`src/verilog/bim_pkg.sv`:
```
/*
 * Package of the bias and input multiplexer configuration block:
 * register indices, field positions, reset values, decode tables and
 * the packed structs that carry the configuration and the decoded
 * analog controls.
 * Assumes a single system clock and a word-wide AHB-Lite register bus.
 */
// Overview of operation
// - Decode lead-off threshold: 300, 400, 450, 500 mV
// - Bias mode 10 active only with channel enable
// - Non-zero bias mode write needs channel enable
// - Bias resistor codes give 50, 100, 200 megaohm
// - Positive input bias bit connects bias resistor
// - Negative input bias bit connects bias resistor
// - Output rate from clock code and rate bit
// - Calibration timing step follows master clock
// - Positive isolation bit opens positive input switch
// - Negative isolation bit opens negative input switch
// - Positive calibration code 01 ties to mid-supply
// - Negative calibration code 01 ties to mid-supply
// - Current generator mode selects chopping and filter
// - Self-test bit enables modulated resistance test
// - Self-test isolates drives, routes them, forces 200M bias
// - Channel enable bit powers the channel
// - Two-bit field selects master clock frequency
package bim_pkg;

    // ==========================================================
    // Register indices (byte address is four times the index)
    // ==========================================================
    localparam logic [7:0] GEN_IDX = 8'h10;  // General configuration
    localparam logic [7:0] BMUX_IDX = 8'h17; // Input mux configuration
    localparam logic [7:0] RATE_IDX = 8'h20; // Output rate control

    // ==========================================================
    // Field positions, general configuration
    // ==========================================================
    localparam int GEN_MCLK_POS = 20;  // Master clock select, 2 bits
    localparam int GEN_CHEN_POS = 18;  // Channel enable
    localparam int GEN_VTH_POS = 6;    // Lead-off threshold, 2 bits
    localparam int GEN_RBMODE_POS = 4; // Resistive bias mode, 2 bits
    localparam int GEN_RBSEL_POS = 2;  // Bias resistance, 2 bits
    localparam int GEN_BIASP_POS = 1;  // Positive input bias
    localparam int GEN_BIASN_POS = 0;  // Negative input bias

    // ==========================================================
    // Field positions, input mux and rate control
    // ==========================================================
    localparam int BMUX_ISOP_POS = 21; // Positive input isolate
    localparam int BMUX_ISON_POS = 20; // Negative input isolate
    localparam int BMUX_CALP_POS = 18; // Positive calibration, 2 bits
    localparam int BMUX_CALN_POS = 16; // Negative calibration, 2 bits
    localparam int BMUX_CG_POS = 12;   // Current generator mode, 2 bits
    localparam int BMUX_BIST_POS = 11; // Self-test enable
    localparam int RATE_SEL_POS = 0;   // Half-rate select

    // ==========================================================
    // Reset values
    // ==========================================================
    localparam logic [1:0] RST_MCLK = 2'h0;
    localparam logic RST_CHEN = 1'h0;
    localparam logic [1:0] RST_VTH = 2'h0;
    localparam logic [1:0] RST_RBMODE = 2'h0;
    localparam logic [1:0] RST_RBSEL = 2'h1;
    localparam logic RST_BIAS = 1'h0;
    localparam logic RST_ISO = 1'h1;
    localparam logic [1:0] RST_CAL = 2'h0;
    localparam logic [1:0] RST_CG = 2'h0;
    localparam logic RST_BIST = 1'h0;
    localparam logic RST_RATE = 1'h0;

    // ==========================================================
    // Field codes
    // ==========================================================
    localparam logic [1:0] RBMODE_OFF = 2'h0; // Resistive bias off
    localparam logic [1:0] RBMODE_ON = 2'h2;  // Resistive bias on
    localparam logic [1:0] CAL_MID = 2'h1;    // Tie input to mid-supply
    localparam logic [1:0] CG_UNCH_LP = 2'h0; // Unchopped, low-pass
    localparam logic [1:0] CG_CH_NOLP = 2'h1; // Chopped, no low-pass
    localparam logic [1:0] CG_CH_LP = 2'h2;   // Chopped, low-pass
    localparam logic [1:0] CG_CH_RCM = 2'h3;  // Chopped, resistive CM

    // ==========================================================
    // Decode tables
    // ==========================================================
    localparam logic [9:0] VTH_MV_0 = 10'h12C;
    localparam logic [9:0] VTH_MV_1 = 10'h190;
    localparam logic [9:0] VTH_MV_2 = 10'h1C2;
    localparam logic [9:0] VTH_MV_3 = 10'h1F4;
    localparam logic [7:0] RBIAS_M_0 = 8'h32;
    localparam logic [7:0] RBIAS_M_1 = 8'h64;
    localparam logic [7:0] RBIAS_M_2 = 8'hC8;
    localparam logic [7:0] RBIAS_SELFTEST = 8'hC8;
    // Master clock in hundredths of a hertz
    localparam logic [21:0] FMC_CHZ_0 = 22'h320000;
    localparam logic [21:0] FMC_CHZ_1 = 22'h30D400;
    localparam logic [21:0] FMC_CHZ_2 = 22'h30D400;
    localparam logic [21:0] FMC_CHZ_3 = 22'h30C7CE;
    // Calibration timing step in nanoseconds, one master clock period
    localparam logic [14:0] CAL_NS_0 = 15'h7736;
    localparam logic [14:0] CAL_NS_1 = 15'h7A12;
    localparam logic [14:0] CAL_NS_2 = 15'h7A12;
    localparam logic [14:0] CAL_NS_3 = 15'h7A31;
    // Output rate in hundredths of a sample per second
    localparam logic [12:0] RATE_F_0 = 13'h1900;
    localparam logic [12:0] RATE_H_0 = 13'h0C80;
    localparam logic [12:0] RATE_F_1 = 13'h186A;
    localparam logic [12:0] RATE_H_1 = 13'h0C35;
    localparam logic [12:0] RATE_F_2 = 13'h1388;
    localparam logic [12:0] RATE_H_2 = 13'h09C4;
    localparam logic [12:0] RATE_F_3 = 13'h1383;
    localparam logic [12:0] RATE_H_3 = 13'h09C2;

    // ==========================================================
    // Types
    // ==========================================================
    // Register selected by a pending write
    typedef enum logic [1:0] {
        REG_NONE,
        REG_GEN,
        REG_BMUX,
        REG_RATE
    } bim_reg_e;

    // Stored configuration fields
    typedef struct packed {
        logic [1:0] master_clock_sel;
        logic channel_enable;
        logic [1:0] leadoff_threshold_sel;
        logic [1:0] resistive_bias_mode;
        logic [1:0] bias_resistance_sel;
        logic pos_input_bias_en;
        logic neg_input_bias_en;
        logic pos_input_isolate;
        logic neg_input_isolate;
        logic [1:0] pos_calibration_sel;
        logic [1:0] neg_calibration_sel;
        logic [1:0] current_generator_mode;
        logic selftest_enable;
        logic rate_half;
    } bim_cfg_s;

    // Decoded controls for the analog switches and sources
    typedef struct packed {
        logic channel_power;
        logic [1:0] master_clock_sel;
        logic [21:0] master_freq_chz;
        logic [14:0] cal_step_ns;
        logic [12:0] sample_rate_csps;
        logic [9:0] leadoff_threshold_mv;
        logic [7:0] bias_resistance_mohm;
        logic pos_bias_connect;
        logic neg_bias_connect;
        logic pos_input_connect;
        logic neg_input_connect;
        logic pos_cal_mid;
        logic neg_cal_mid;
        logic cg_chopped;
        logic cg_lowpass;
        logic cg_resistive_cm;
        logic modulated_resistance_en;
        logic drive_outputs_isolate;
        logic drive_to_input_close;
    } bim_ctrl_s;

endpackage : bim_pkg

```
`src/verilog/bim_decode.sv`:
```
/*
 * Combinational decode of the stored configuration into the controls
 * of the analog switches, sources and timing of the channel.
 * Assumes the caller registers the result before it leaves the block.
 */
`timescale 1ns/1ps
module bim_decode (
    input wire bim_pkg::bim_cfg_s cfg_i,
    output bim_pkg::bim_ctrl_s ctrl_o
);

    // ==========================================================
    // Decode
    // ==========================================================
    // One pass over every field
    always_comb begin
        ctrl_o = '0;
        ctrl_o.channel_power = cfg_i.channel_enable;
        ctrl_o.master_clock_sel = cfg_i.master_clock_sel;
        // Clock, calibration step and output rate by clock code
        unique case (cfg_i.master_clock_sel)
            2'h0: begin
                ctrl_o.master_freq_chz = bim_pkg::FMC_CHZ_0;
                ctrl_o.cal_step_ns = bim_pkg::CAL_NS_0;
                ctrl_o.sample_rate_csps = cfg_i.rate_half ?
                    bim_pkg::RATE_H_0 : bim_pkg::RATE_F_0;
            end
            2'h1: begin
                ctrl_o.master_freq_chz = bim_pkg::FMC_CHZ_1;
                ctrl_o.cal_step_ns = bim_pkg::CAL_NS_1;
                ctrl_o.sample_rate_csps = cfg_i.rate_half ?
                    bim_pkg::RATE_H_1 : bim_pkg::RATE_F_1;
            end
            2'h2: begin
                ctrl_o.master_freq_chz = bim_pkg::FMC_CHZ_2;
                ctrl_o.cal_step_ns = bim_pkg::CAL_NS_2;
                ctrl_o.sample_rate_csps = cfg_i.rate_half ?
                    bim_pkg::RATE_H_2 : bim_pkg::RATE_F_2;
            end
            2'h3: begin
                ctrl_o.master_freq_chz = bim_pkg::FMC_CHZ_3;
                ctrl_o.cal_step_ns = bim_pkg::CAL_NS_3;
                ctrl_o.sample_rate_csps = cfg_i.rate_half ?
                    bim_pkg::RATE_H_3 : bim_pkg::RATE_F_3;
            end
        endcase
        // Lead-off comparator window around mid-supply
        unique case (cfg_i.leadoff_threshold_sel)
            2'h0: ctrl_o.leadoff_threshold_mv = bim_pkg::VTH_MV_0;
            2'h1: ctrl_o.leadoff_threshold_mv = bim_pkg::VTH_MV_1;
            2'h2: ctrl_o.leadoff_threshold_mv = bim_pkg::VTH_MV_2;
            2'h3: ctrl_o.leadoff_threshold_mv = bim_pkg::VTH_MV_3;
        endcase
        // Bias resistor; reserved code leaves no resistor value
        unique case (cfg_i.bias_resistance_sel)
            2'h0: ctrl_o.bias_resistance_mohm = bim_pkg::RBIAS_M_0;
            2'h1: ctrl_o.bias_resistance_mohm = bim_pkg::RBIAS_M_1;
            2'h2: ctrl_o.bias_resistance_mohm = bim_pkg::RBIAS_M_2;
            2'h3: ctrl_o.bias_resistance_mohm = 8'h00;
        endcase
        // Resistive bias only in mode 10 with the channel powered
        if (cfg_i.resistive_bias_mode == bim_pkg::RBMODE_ON &&
            cfg_i.channel_enable) begin
            ctrl_o.pos_bias_connect = cfg_i.pos_input_bias_en;
            ctrl_o.neg_bias_connect = cfg_i.neg_input_bias_en;
        end
        // Input switches and calibration ties
        ctrl_o.pos_input_connect = !cfg_i.pos_input_isolate;
        ctrl_o.neg_input_connect = !cfg_i.neg_input_isolate;
        ctrl_o.pos_cal_mid =
            cfg_i.pos_calibration_sel == bim_pkg::CAL_MID;
        ctrl_o.neg_cal_mid =
            cfg_i.neg_calibration_sel == bim_pkg::CAL_MID;
        // Current generator topology
        unique case (cfg_i.current_generator_mode)
            bim_pkg::CG_UNCH_LP: ctrl_o.cg_lowpass = 1'b1;
            bim_pkg::CG_CH_NOLP: ctrl_o.cg_chopped = 1'b1;
            bim_pkg::CG_CH_LP: begin
                ctrl_o.cg_chopped = 1'b1;
                ctrl_o.cg_lowpass = 1'b1;
            end
            bim_pkg::CG_CH_RCM: begin
                ctrl_o.cg_chopped = 1'b1;
                ctrl_o.cg_resistive_cm = 1'b1;
            end
        endcase
        // Self-test overrides drive routing and bias resistors
        ctrl_o.modulated_resistance_en = cfg_i.selftest_enable;
        if (cfg_i.selftest_enable) begin
            ctrl_o.drive_outputs_isolate = 1'b1;
            ctrl_o.drive_to_input_close = 1'b1;
            ctrl_o.pos_bias_connect = 1'b1;
            ctrl_o.neg_bias_connect = 1'b1;
            ctrl_o.bias_resistance_mohm = bim_pkg::RBIAS_SELFTEST;
        end
    end

endmodule : bim_decode

```
`src/verilog/bim_top.sv`:
```
/*
 * Configuration register bank of the bias and input multiplexer of a
 * single bioimpedance channel, an AHB-Lite slave with zero wait states.
 * Assumes one AHB-Lite master, word transfers, and a synchronous bus.
 */
// Chosen here: the AHB-Lite interface to the registers.
`timescale 1ns/1ps
module bim_top (
    input wire logic sys_clk_i,
    input wire logic resetn_i,
    input wire logic hsel_i,
    input wire logic [31:0] haddr_i,
    input wire logic [1:0] htrans_i,
    input wire logic hwrite_i,
    input wire logic [2:0] hsize_i,
    input wire logic [31:0] hwdata_i,
    input wire logic hready_i,
    output logic hreadyout_o,
    output logic hresp_o,
    output logic [31:0] hrdata_o,
    output bim_pkg::bim_ctrl_s ctrl_o
);

    // ==========================================================
    // State
    // ==========================================================
    // Whole state of the block in one record
    typedef struct packed {
        bim_pkg::bim_cfg_s cfg;      // Stored fields
        bim_pkg::bim_reg_e wr_sel;   // Register of a pending write
        logic [31:0] rdata;          // Read data of the data phase
        logic ready;                 // Ready out
        bim_pkg::bim_ctrl_s ctrl;    // Registered decoded controls
    } bim_state_s;

    bim_state_s state_ff;   // Current state
    bim_state_s nxt_state;  // Next state
    bim_pkg::bim_cfg_s cfg_wr; // Fields after the pending write
    bim_pkg::bim_ctrl_s dec;   // Decode of the fields

    // ==========================================================
    // Functions
    // ==========================================================
    // Byte address of a register index
    function automatic logic [31:0] idx_addr(input logic [7:0] idx);
        idx_addr = {22'h0, idx, 2'h0};
    endfunction : idx_addr

    // Which register a byte address selects
    function automatic bim_pkg::bim_reg_e addr_reg(
        input logic [31:0] addr
    );
        if (addr == idx_addr(bim_pkg::GEN_IDX)) begin
            addr_reg = bim_pkg::REG_GEN;
        end else if (addr == idx_addr(bim_pkg::BMUX_IDX)) begin
            addr_reg = bim_pkg::REG_BMUX;
        end else if (addr == idx_addr(bim_pkg::RATE_IDX)) begin
            addr_reg = bim_pkg::REG_RATE;
        end else begin
            addr_reg = bim_pkg::REG_NONE;
        end
    endfunction : addr_reg

    // Read image of one register; unassigned bits read zero
    function automatic logic [31:0] read_image(
        input bim_pkg::bim_reg_e sel,
        input bim_pkg::bim_cfg_s c
    );
        logic [31:0] v;
        v = 32'h0;
        unique case (sel)
            bim_pkg::REG_GEN: begin
                v[bim_pkg::GEN_MCLK_POS +: 2] = c.master_clock_sel;
                v[bim_pkg::GEN_CHEN_POS] = c.channel_enable;
                v[bim_pkg::GEN_VTH_POS +: 2] = c.leadoff_threshold_sel;
                v[bim_pkg::GEN_RBMODE_POS +: 2] = c.resistive_bias_mode;
                v[bim_pkg::GEN_RBSEL_POS +: 2] = c.bias_resistance_sel;
                v[bim_pkg::GEN_BIASP_POS] = c.pos_input_bias_en;
                v[bim_pkg::GEN_BIASN_POS] = c.neg_input_bias_en;
            end
            bim_pkg::REG_BMUX: begin
                v[bim_pkg::BMUX_ISOP_POS] = c.pos_input_isolate;
                v[bim_pkg::BMUX_ISON_POS] = c.neg_input_isolate;
                v[bim_pkg::BMUX_CALP_POS +: 2] = c.pos_calibration_sel;
                v[bim_pkg::BMUX_CALN_POS +: 2] = c.neg_calibration_sel;
                v[bim_pkg::BMUX_CG_POS +: 2] = c.current_generator_mode;
                v[bim_pkg::BMUX_BIST_POS] = c.selftest_enable;
            end
            bim_pkg::REG_RATE: begin
                v[bim_pkg::RATE_SEL_POS] = c.rate_half;
            end
            bim_pkg::REG_NONE: begin
                v = 32'h0;
            end
        endcase
        read_image = v;
    endfunction : read_image

    // Reset image of the stored fields
    function automatic bim_pkg::bim_cfg_s cfg_reset();
        bim_pkg::bim_cfg_s c;
        c.master_clock_sel = bim_pkg::RST_MCLK;
        c.channel_enable = bim_pkg::RST_CHEN;
        c.leadoff_threshold_sel = bim_pkg::RST_VTH;
        c.resistive_bias_mode = bim_pkg::RST_RBMODE;
        c.bias_resistance_sel = bim_pkg::RST_RBSEL;
        c.pos_input_bias_en = bim_pkg::RST_BIAS;
        c.neg_input_bias_en = bim_pkg::RST_BIAS;
        c.pos_input_isolate = bim_pkg::RST_ISO;
        c.neg_input_isolate = bim_pkg::RST_ISO;
        c.pos_calibration_sel = bim_pkg::RST_CAL;
        c.neg_calibration_sel = bim_pkg::RST_CAL;
        c.current_generator_mode = bim_pkg::RST_CG;
        c.selftest_enable = bim_pkg::RST_BIST;
        c.rate_half = bim_pkg::RST_RATE;
        cfg_reset = c;
    endfunction : cfg_reset

    // ==========================================================
    // Write data phase
    // ==========================================================
    // Applies the pending write; only assigned bits are taken
    always_comb begin
        cfg_wr = state_ff.cfg;
        unique case (state_ff.wr_sel)
            bim_pkg::REG_GEN: begin
                cfg_wr.master_clock_sel =
                    hwdata_i[bim_pkg::GEN_MCLK_POS +: 2];
                cfg_wr.channel_enable =
                    hwdata_i[bim_pkg::GEN_CHEN_POS];
                cfg_wr.leadoff_threshold_sel =
                    hwdata_i[bim_pkg::GEN_VTH_POS +: 2];
                cfg_wr.bias_resistance_sel =
                    hwdata_i[bim_pkg::GEN_RBSEL_POS +: 2];
                cfg_wr.pos_input_bias_en =
                    hwdata_i[bim_pkg::GEN_BIASP_POS];
                cfg_wr.neg_input_bias_en =
                    hwdata_i[bim_pkg::GEN_BIASN_POS];
                // Bias mode sticks at off unless channel is enabled
                if (state_ff.cfg.channel_enable ||
                    hwdata_i[bim_pkg::GEN_CHEN_POS]) begin
                    cfg_wr.resistive_bias_mode =
                        hwdata_i[bim_pkg::GEN_RBMODE_POS +: 2];
                end else begin
                    cfg_wr.resistive_bias_mode =
                        bim_pkg::RBMODE_OFF;
                end
            end
            bim_pkg::REG_BMUX: begin
                cfg_wr.pos_input_isolate =
                    hwdata_i[bim_pkg::BMUX_ISOP_POS];
                cfg_wr.neg_input_isolate =
                    hwdata_i[bim_pkg::BMUX_ISON_POS];
                cfg_wr.pos_calibration_sel =
                    hwdata_i[bim_pkg::BMUX_CALP_POS +: 2];
                cfg_wr.neg_calibration_sel =
                    hwdata_i[bim_pkg::BMUX_CALN_POS +: 2];
                cfg_wr.current_generator_mode =
                    hwdata_i[bim_pkg::BMUX_CG_POS +: 2];
                cfg_wr.selftest_enable =
                    hwdata_i[bim_pkg::BMUX_BIST_POS];
            end
            bim_pkg::REG_RATE: begin
                cfg_wr.rate_half = hwdata_i[bim_pkg::RATE_SEL_POS];
            end
            bim_pkg::REG_NONE: begin
                cfg_wr = state_ff.cfg; // Unmapped or no write
            end
        endcase
    end

    // ==========================================================
    // Decode of the updated fields
    // ==========================================================
    bim_decode u_decode (
        .cfg_i(cfg_wr),
        .ctrl_o(dec)
    );

    // ==========================================================
    // Next state
    // ==========================================================
    // Address phase capture and read data preparation
    always_comb begin
        nxt_state = state_ff;
        nxt_state.cfg = cfg_wr;
        nxt_state.ctrl = dec;
        nxt_state.ready = 1'b1;       // Never inserts wait states
        nxt_state.wr_sel = bim_pkg::REG_NONE;
        // Transfer taken when selected, active and bus ready
        if (hsel_i && htrans_i[1] && hready_i) begin
            if (hwrite_i) begin
                nxt_state.wr_sel = addr_reg(haddr_i);
            end else begin
                // Read sees a write whose data phase is now
                nxt_state.rdata = read_image(addr_reg(haddr_i),
                    cfg_wr);
            end
        end
    end

    // ==========================================================
    // Registers
    // ==========================================================
    // All state in one clocked process
    always_ff @(posedge sys_clk_i or negedge resetn_i) begin
        if (!resetn_i) begin
            state_ff.cfg <= cfg_reset();
            state_ff.wr_sel <= bim_pkg::REG_NONE;
            state_ff.rdata <= 32'h0;
            state_ff.ready <= 1'b1;
            state_ff.ctrl <= '0;
        end else begin
            state_ff <= nxt_state;
        end
    end

    // ==========================================================
    // Outputs
    // ==========================================================
    assign hreadyout_o = state_ff.ready;
    assign hresp_o = 1'b0;              // Always OKAY
    assign hrdata_o = state_ff.rdata;
    assign ctrl_o = state_ff.ctrl;

endmodule : bim_top

```
`config.mk`:
```
export PLATFORM = sky130hd
export DESIGN_NAME = bim_top
export DESIGN_NICKNAME = d
export VERILOG_FILES = /design/src/verilog/bim_pkg.sv /design/src/verilog/bim_decode.sv /design/src/verilog/bim_top.sv
export SDC_FILE = /design/constraint.sdc
export NUM_CORES = 1
export LEC_CHECK = 0
export BUFFER_PORTS_ARGS = -buffer_cell sky130_fd_sc_hd__buf_4
export CORE_MARGIN = 2
export CORE_UTILIZATION = 45
export DETAILED_ROUTE_END_ITERATION = 6
export GPL_TIMING_DRIVEN = 0
export PLACE_DENSITY = 0.76
export SETUP_SLACK_MARGIN = 0.15
export SYNTH_ARGS = -nofsm -noshare
export SYNTH_HDL_FRONTEND = slang
export SYNTH_HIERARCHICAL = 1
export SYNTH_SLANG_ARGS = --single-unit
```
`constraint.sdc`:
```
create_clock -name sys_clk_i -period 2.12 [get_ports sys_clk_i]
set_clock_uncertainty 0.05 [all_clocks]
set_input_delay 0.318 -clock sys_clk_i [delete_from_list [all_inputs] [get_ports sys_clk_i]]
set_output_delay 0.318 -clock sys_clk_i [all_outputs]
set_load 0.02 [all_outputs]
```
==> run_results.csv, run 1 <==
group,metric,value,unit
setup_path,required,2.36,ns
power_and_ir_drop,ir_drop,0.474,mV
synth,yosysSeqAreaShare,56.1,%
sta,hold_viol,0,
cells_and_area,final_area,7680,sq um
routing,drt_first_pass_iters,4,
cells_and_area,regArea,3080,sq um
clock_tree,cts_tree,"built",
synth,ys_ff_latch,123,
synth,synth_area,5490,sq um
synth,synth_top_family_by_area,"buffers and inverters",
floorplan,die_w,114,um
sta,setup_violations,0,
synth,yosys.area_share.simple,10.6,%
floorplan,io_pins,191,
synth,yosys_warnings,6,
cells_and_area,multi_input_area,1270,sq um
clock_tree,cts_root_buffer,"clkbuf_16",
cells_and_area,synthToLayoutAreaGrowth,39.9,%
floorplan,rows,40,
synth,synth_mux_area_share,2.44,%
clock_tree,clock_latency,0.40,ns
placed_design,placed_cell_area,6990,sq um
routing,vias,3562,
setup_path,critPathLaunchType,"flip-flop",
synth,avgSynthCellArea,11.4,sq um
clock_tree,cts_buffers,17,
routing,wl_per_cell,12.2,um
placed_design,hpwl,7820,um
clock_tree,clk_pin_slew,0.05,ns
grt,first_global_vias,3448,
min_path,hold_path.class,"in2reg",
routing,vias_per_cell,4.19,
sta,finalCritPeriodShare,88.0,%
power_and_ir_drop,powerDensity,748,nW/um^2
synth,syn_inst,482,
grt,grt_pass1_wl,16400,um
floorplan,dieArea,13100,sq um
cells_and_area,fin_nets,780,
cells_and_area,fin_util,64.2,%
sta,grt_setup_unrepaired,"no",
cells_and_area,drive_above_1_share,55.5,%
routing,wl,10300,um
synth,ys_types,41,
status,status,"finished, final reports clean",
power_and_ir_drop,p_leak,0.00400,uW
setup_path,end_kind,"flip-flop",
cells_and_area,n_fill_cell,946,
routing,ant_nets,0,
sta,drv_slew,0,
grt,grt_overflow,0,
sta,period_minus_slack,1.87,ns
setup_path,crit_arrival,2.11,ns
clock_tree,clock_path_buffers,2,
setup_path,crit_fanout,12,
grt,grt_use_total,16.5,%
grt,antenna_found_initial,0,
placed_design,port_buffers,154,
clock_tree,clock-sinks,123,
cells_and_area,n_antenna_cell,0,
clock_tree,h-tree-depth,4,
setup_path,critical_path_class,"reg2reg",
synth,yosys.area_share.adder,2.96,%
floorplan,core,12000,sq um
routing,drt_iter0_markers,125,
synth,synth_compound_area_share,3.60,%
sta,fmax,536,MHz
grt,grt_max_degree,84,
routing,drc,0,
floorplan,start_util,45.9,%
floorplan,die_h,114,um
job,drv_cap,0,
placed_design,gp_congestion,0.724,
synth,synth_xor_xnor_area_share,0,%
-- where the power goes --
| group | switching, uW | leakage (uW) | internal [uW] |
|---|---|---|---|
| sequential | 8.43 | 0.00146 | 2380 |
| clock | 927 | 0.000303 | 2040 |
| combinational | 180 | 0.00224 | 198 |
-- cells by family after synthesis --
logic type,count (synthesis)
AO/OA/AOI/OAI,31
AND/OR/NAND/NOR,114
buffers and inverters,185
flip-flops,123
adder cells (fa/ha/maj),13
multiplexers,12
other,4
-- final cells by class --
class | count | share of cell area [%]
Clock inverter | 7 | 1.81
Inverter | 16 | 0.782
Timing Repair Buffer | 157 | 15.7
Multi-Input combinational cell | 209 | 16.5
Clock buffer | 23 | 6.22
Tap cell | 147 | 2.40
Sequential cell | 123 | 40.1
Buffer | 169 | 16.5
-- placed cells by master, fill, tap and decap left out, types with 3 or more instances in the layout --
cell / instances
or2_2: 4
buf_6: 3
inv_1: 14
dfstp_2: 3
clkbuf_1: 6
bufinv_16: 4
conb_1: 39
nor4_1: 4
clkbuf_16: 17
ha_1: 12
a21oi_1: 3
o21ai_1: 17
buf_4: 317
mux2_2: 11
nand2_1: 59
nor3_1: 3
a22oi_1: 3
clkbuf_8: 3
dfrtp_1: 120
nor2b_1: 9
nand2_2: 3
nor2_1: 11
-- flip-flops by register name, summed over array words and instances (netlist names) --
register  count
hrdata_o     17
state_ff     23
ctrl_o       83
-- metal layers --
| metal | up-vias | global-route usage, % | share of wire [%] |
|---|---|---|---|
| li1 | 1745 | - | - |
| met1 | 1693 | 20.8 | 42 |
| met2 | 113 | 27.4 | 52 |
| met3 | 11 | 4.18 | 4.8 |
| met4 | 0 | 6.10 | 1.3 |
| met5 | - | 0 | 0 |
-- worst paths after layout --
kind	start	endpoint	slack [ns]	cells after the start
max in group asynchronous	resetn_i	state_ff[126]	0.91	3
min in group asynchronous	resetn_i	ctrl_o[79]	0.37	2
worst min register to register	hrdata_o[21]	hrdata_o[21]	0.44	2
worst max-delay path	state_ff[116]	ctrl_o[19]	0.25	5
worst min-delay path	hwdata_i[17]	state_ff[123]	0.14	2
worst max register to register	state_ff[116]	ctrl_o[19]	0.25	5
-- stage by stage --
stage               hold slack [ns]  setup WS (ns)  TNS, ns  power [uW]  instances
global placement              0.423         -0.168   -0.776        2800        818
finish                        0.136          0.253        0        5740        851
global route                  0.135          0.141        0        5950        851
CTS                           0.119          0.181        0        5820        850
floorplan                   -0.0276          0.207        0        2620        517
detailed placement            0.199         -0.224    -1.30        2810        819
-- what timing repair did --
action                                 CTS  global route
resized for setup                        8             8
endpoints found under the hold margin   40             0
hold buffers                             1             0
buffers inserted                         0             1
gates cloned                             0             0
setup endpoints to repair               19             9
-- Yosys cell counts, drive strengths merged --
cell	instances	area [sq um]
a211oi	1	12.5
a21oi	5	32.5
a22o	2	17.5
a22oi	3	22.5
a31o	2	17.5
a32o	1	10.0
and2	1	6.26
and3	2	13.8
and3b	1	10.0
and4	1	8.76
buf	164	1240
clkbuf	5	18.8
conb	4	15.0
dfrtp	120	3000
dfstp	3	78.8
ha	13	163
inv	16	60.1
mux2	11	124
mux2i	1	10.0
nand2	64	248
nand2b	3	26.3
nand3	2	10.0
nor2	12	47.6
nor2b	9	56.3
nor3	7	61.3
nor4	6	58.8
o21ai	17	85.1
or2	4	25.0
or3	2	12.5
-- worst max-delay path: stages, from the launching register on --
cell      delay [ns]
dfrtp_1         0.42
nor2b_1         0.12
clkbuf_4        0.24
mux2_2          0.46
or2_2           0.34
buf_4           0.13
Note: power is estimated with default switching activity, not from simulation.
==> inputs of run 2 (changes only) <==
--- a/config.mk
+++ b/config.mk
@@ -7,12 +7,11 @@
 export LEC_CHECK = 0
 export BUFFER_PORTS_ARGS = -buffer_cell sky130_fd_sc_hd__buf_4
 export CORE_MARGIN = 2
-export CORE_UTILIZATION = 45
+export CORE_UTILIZATION = 42
 export DETAILED_ROUTE_END_ITERATION = 6
 export GPL_TIMING_DRIVEN = 0
-export PLACE_DENSITY = 0.76
+export PLACE_DENSITY = 0.77
 export SETUP_SLACK_MARGIN = 0.15
 export SYNTH_ARGS = -nofsm -noshare
 export SYNTH_HDL_FRONTEND = slang
-export SYNTH_HIERARCHICAL = 1
 export SYNTH_SLANG_ARGS = --single-unit
==> run_results.csv, run 2 <==
group,metric,value,unit
synth,ys_types,38,
routing,wl_per_cell,12.0,um
clock_tree,clock_path_buffers,2,
floorplan,core,9110,sq um
clock_tree,h-tree-depth,3,
sta,fin_ws,0.258,ns
clock_tree,clock-sinks,78,
sta,hold_viol,0,
floorplan,die_w,100,um
synth,synth-edff-count,0,
placed_design,pre_cts_ws,-0.116,ns
sta,period_minus_slack,1.86,ns
grt,grt_use_total,16.1,%
cells_and_area,final_common_cell,"buf_4",
sta,finalCritPeriodShare,87.8,%
synth,ys_async_sr_fraction,100,%
cells_and_area,layout_common_cells,"261 x buf_4, 75 x dfrtp_1, 32 x conb_1",
setup_path,critical_path_class,"reg2reg",
synth,synth.top_cell.area_share,48.4,%
setup_path,crit_family,"buffers and inverters",
synth,synthTopCellsByCount,"119 x buf_4, 75 x dfrtp_1, 23 x inv_1",
routing,wl,7850,um
synth,synth_most_common_cell,"buf_4",
min_path,hold_path.class,"in2async",
floorplan,dieArea,10000,sq um
setup_path,required,2.28,ns
routing,ant_nets,0,
setup_path,critPathLaunchType,"flip-flop",
cells_and_area,largest_reg_flops,42,
clock_tree,cts_buffers,9,
clock_tree,ctsHoldBuffers,0,
clock_tree,cts_tree,"built",
grt,grt_max_degree,79,
routing,drt_first_pass_iters,4,
floorplan,start_util,42.6,%
clock_tree,cts_root_buffer,"clkbuf_8",
cells_and_area,synthToLayoutAreaGrowth,40.8,%
synth,synthTopCellsByArea,"dfrtp_1 48%, buf_4 23%, mux2i_1 3.9%, ha_1 3.2%, inv_1 2.2%",
synth,synth_area,3880,sq um
synth,avgSynthCellArea,11.0,sq um
floorplan,rows,35,
sta,setup_violations,0,
routing,vias_per_cell,4.21,
sta,fmax,537,MHz
cells_and_area,drive_above_1_share,55.2,%
placed_design,hpwl,6250,um
routing,vias,2746,
setup_path,cp_slowest_stage_delay,0.39,ns
cells_and_area,n_fill_cell,749,
setup_path,crit_fanout,8,
sta,grt_setup_unrepaired,"no",
sta,setup_tns,0,ns
power_and_ir_drop,total_power,3200,uW
synth,synth.largest_area_cell,"dfrtp_1",
setup_path,cp_cell_sequence,"nor2b_1 > buf_6 > buf_4 > mux2i_1 > inv_1 > ha_1 > nand2b_1",
grt,grt_pass1_wl,12400,um
setup_path,end_kind,"flip-flop",
cells_and_area,fin_nets,621,
synth,ys_ff_latch,78,
floorplan,die_h,100,um
clock_tree,clock_latency,0.34,ns
power_and_ir_drop,p_leak,0.00303,uW
grt,first_global_vias,2614,
synth,yosys_warnings,0,
status,status,"finished, final reports clean",
grt,grt_overflow,0,
synth,syn_inst,354,
power_and_ir_drop,ir_drop,0.301,mV
sta,holdWs,0.0563,ns
clock_tree,clk_pin_slew,0.08,ns
sta,drv_slew,0,
cells_and_area,n_antenna_cell,0,
placed_design,port_buffers,140,
floorplan,io_pins,191,
setup_path,crit_arrival,2.02,ns
routing,drc,0,
job,drv_cap,0,
sta,slew_headroom,37.1,%
synth,yosysSeqAreaShare,50.4,%
synth,synth_top_flop_cell,"dfrtp_1",
cells_and_area,fin_util,60.0,%
power_and_ir_drop,powerDensity,585,nW/um^2
setup_path,path_buf_inv,3,
sta,tightest_slew,0.943,ns
grt,antenna_found_initial,0,
routing,drt_iter0_markers,90,
placed_design,gp_congestion,0.820,
setup_path,critPathSlowestCell,"dfrtp_1",
## run 2: logic make-up (layout without fill, tap and decap cells)
kind of cell | after synthesis | in the layout | synth area share, %
adder cells (fa/ha/maj) | 10 | 10 | 3.22
AND/OR/NAND/NOR | 62 | 62 | 8.84
multiplexers | 21 | 21 | 5.61
buffers and inverters | 146 | 304 | 26.1
other | 2 | 32 | 0.194
AO/OA/AOI/OAI | 35 | 35 | 5.64
flip-flops | 78 | 78 | 50.4
## run 2: worst reg2reg max path: stages, from the launching register on
cell and delay [ns]:
dfrtp_1 0.39, nor2b_1 0.17, buf_6 0.12, buf_4 0.18, mux2i_1 0.36, inv_1 0.14
ha_1 0.19, nand2b_1 0.13
## run 2: final cells by class
class                           instances  area (sq um)  area share (%)
Buffer                                122           930            17.0
Timing Repair Buffer                  142          1070            19.5
Clock inverter                          7           113            2.06
Inverter                               24          90.1            1.65
Clock buffer                            9           124            2.27
Sequential cell                        78          1960            35.8
Multi-Input combinational cell        160          1050            19.2
Tap cell                              111           139            2.54
## run 2: worst paths after layout
| path | from | slack (ns) | depth (start not counted) | end |
|---|---|---|---|---|
| max | state_ff[116] | 0.26 | 7 | ctrl_o[15] |
| min | resetn_i | 0.06 | 1 | ctrl_o[25] |
| max reg2reg | state_ff[116] | 0.26 | 7 | ctrl_o[15] |
| min reg2reg | hrdata_o[6] | 0.44 | 2 | hrdata_o[6] |
| max in group asynchronous | resetn_i | 1.34 | 1 | hrdata_o[18] |
| min in group sys_clk_i | hwdata_i[1] | 0.19 | 3 | state_ff[129] |
## run 2: layer usage
metal	wire length, um	vias to the layer above	track usage (%)
met5	0	-	0
met4	185	0	8.43
met3	381	13	2.72
met2	4190	95	28.3
met1	3090	1266	18.9
li1	-	1372	-
## run 2: power by group
group          internal, uW  switching [uW]  total, uW  leakage (uW)
Sequential             1510            9.74       1520       0.00100
Clock                   775             516       1290      0.000119
Combinational           193             193        387       0.00191
Total                  2480             720       3200       0.00303
## run 2: stage by stage
stage	instance area, sq um	cells
6_report	5460	653
5_1_grt	5460	653
4_1_cts	5440	652
3_5_place_dp	5180	635
3_3_place_gp	5180	635
2_1_floorplan	3990	384
## run 2: what timing repair did
action	CTS	global route
resized for setup	4	7
setup buffers	1	1
setup endpoints to repair	11	5
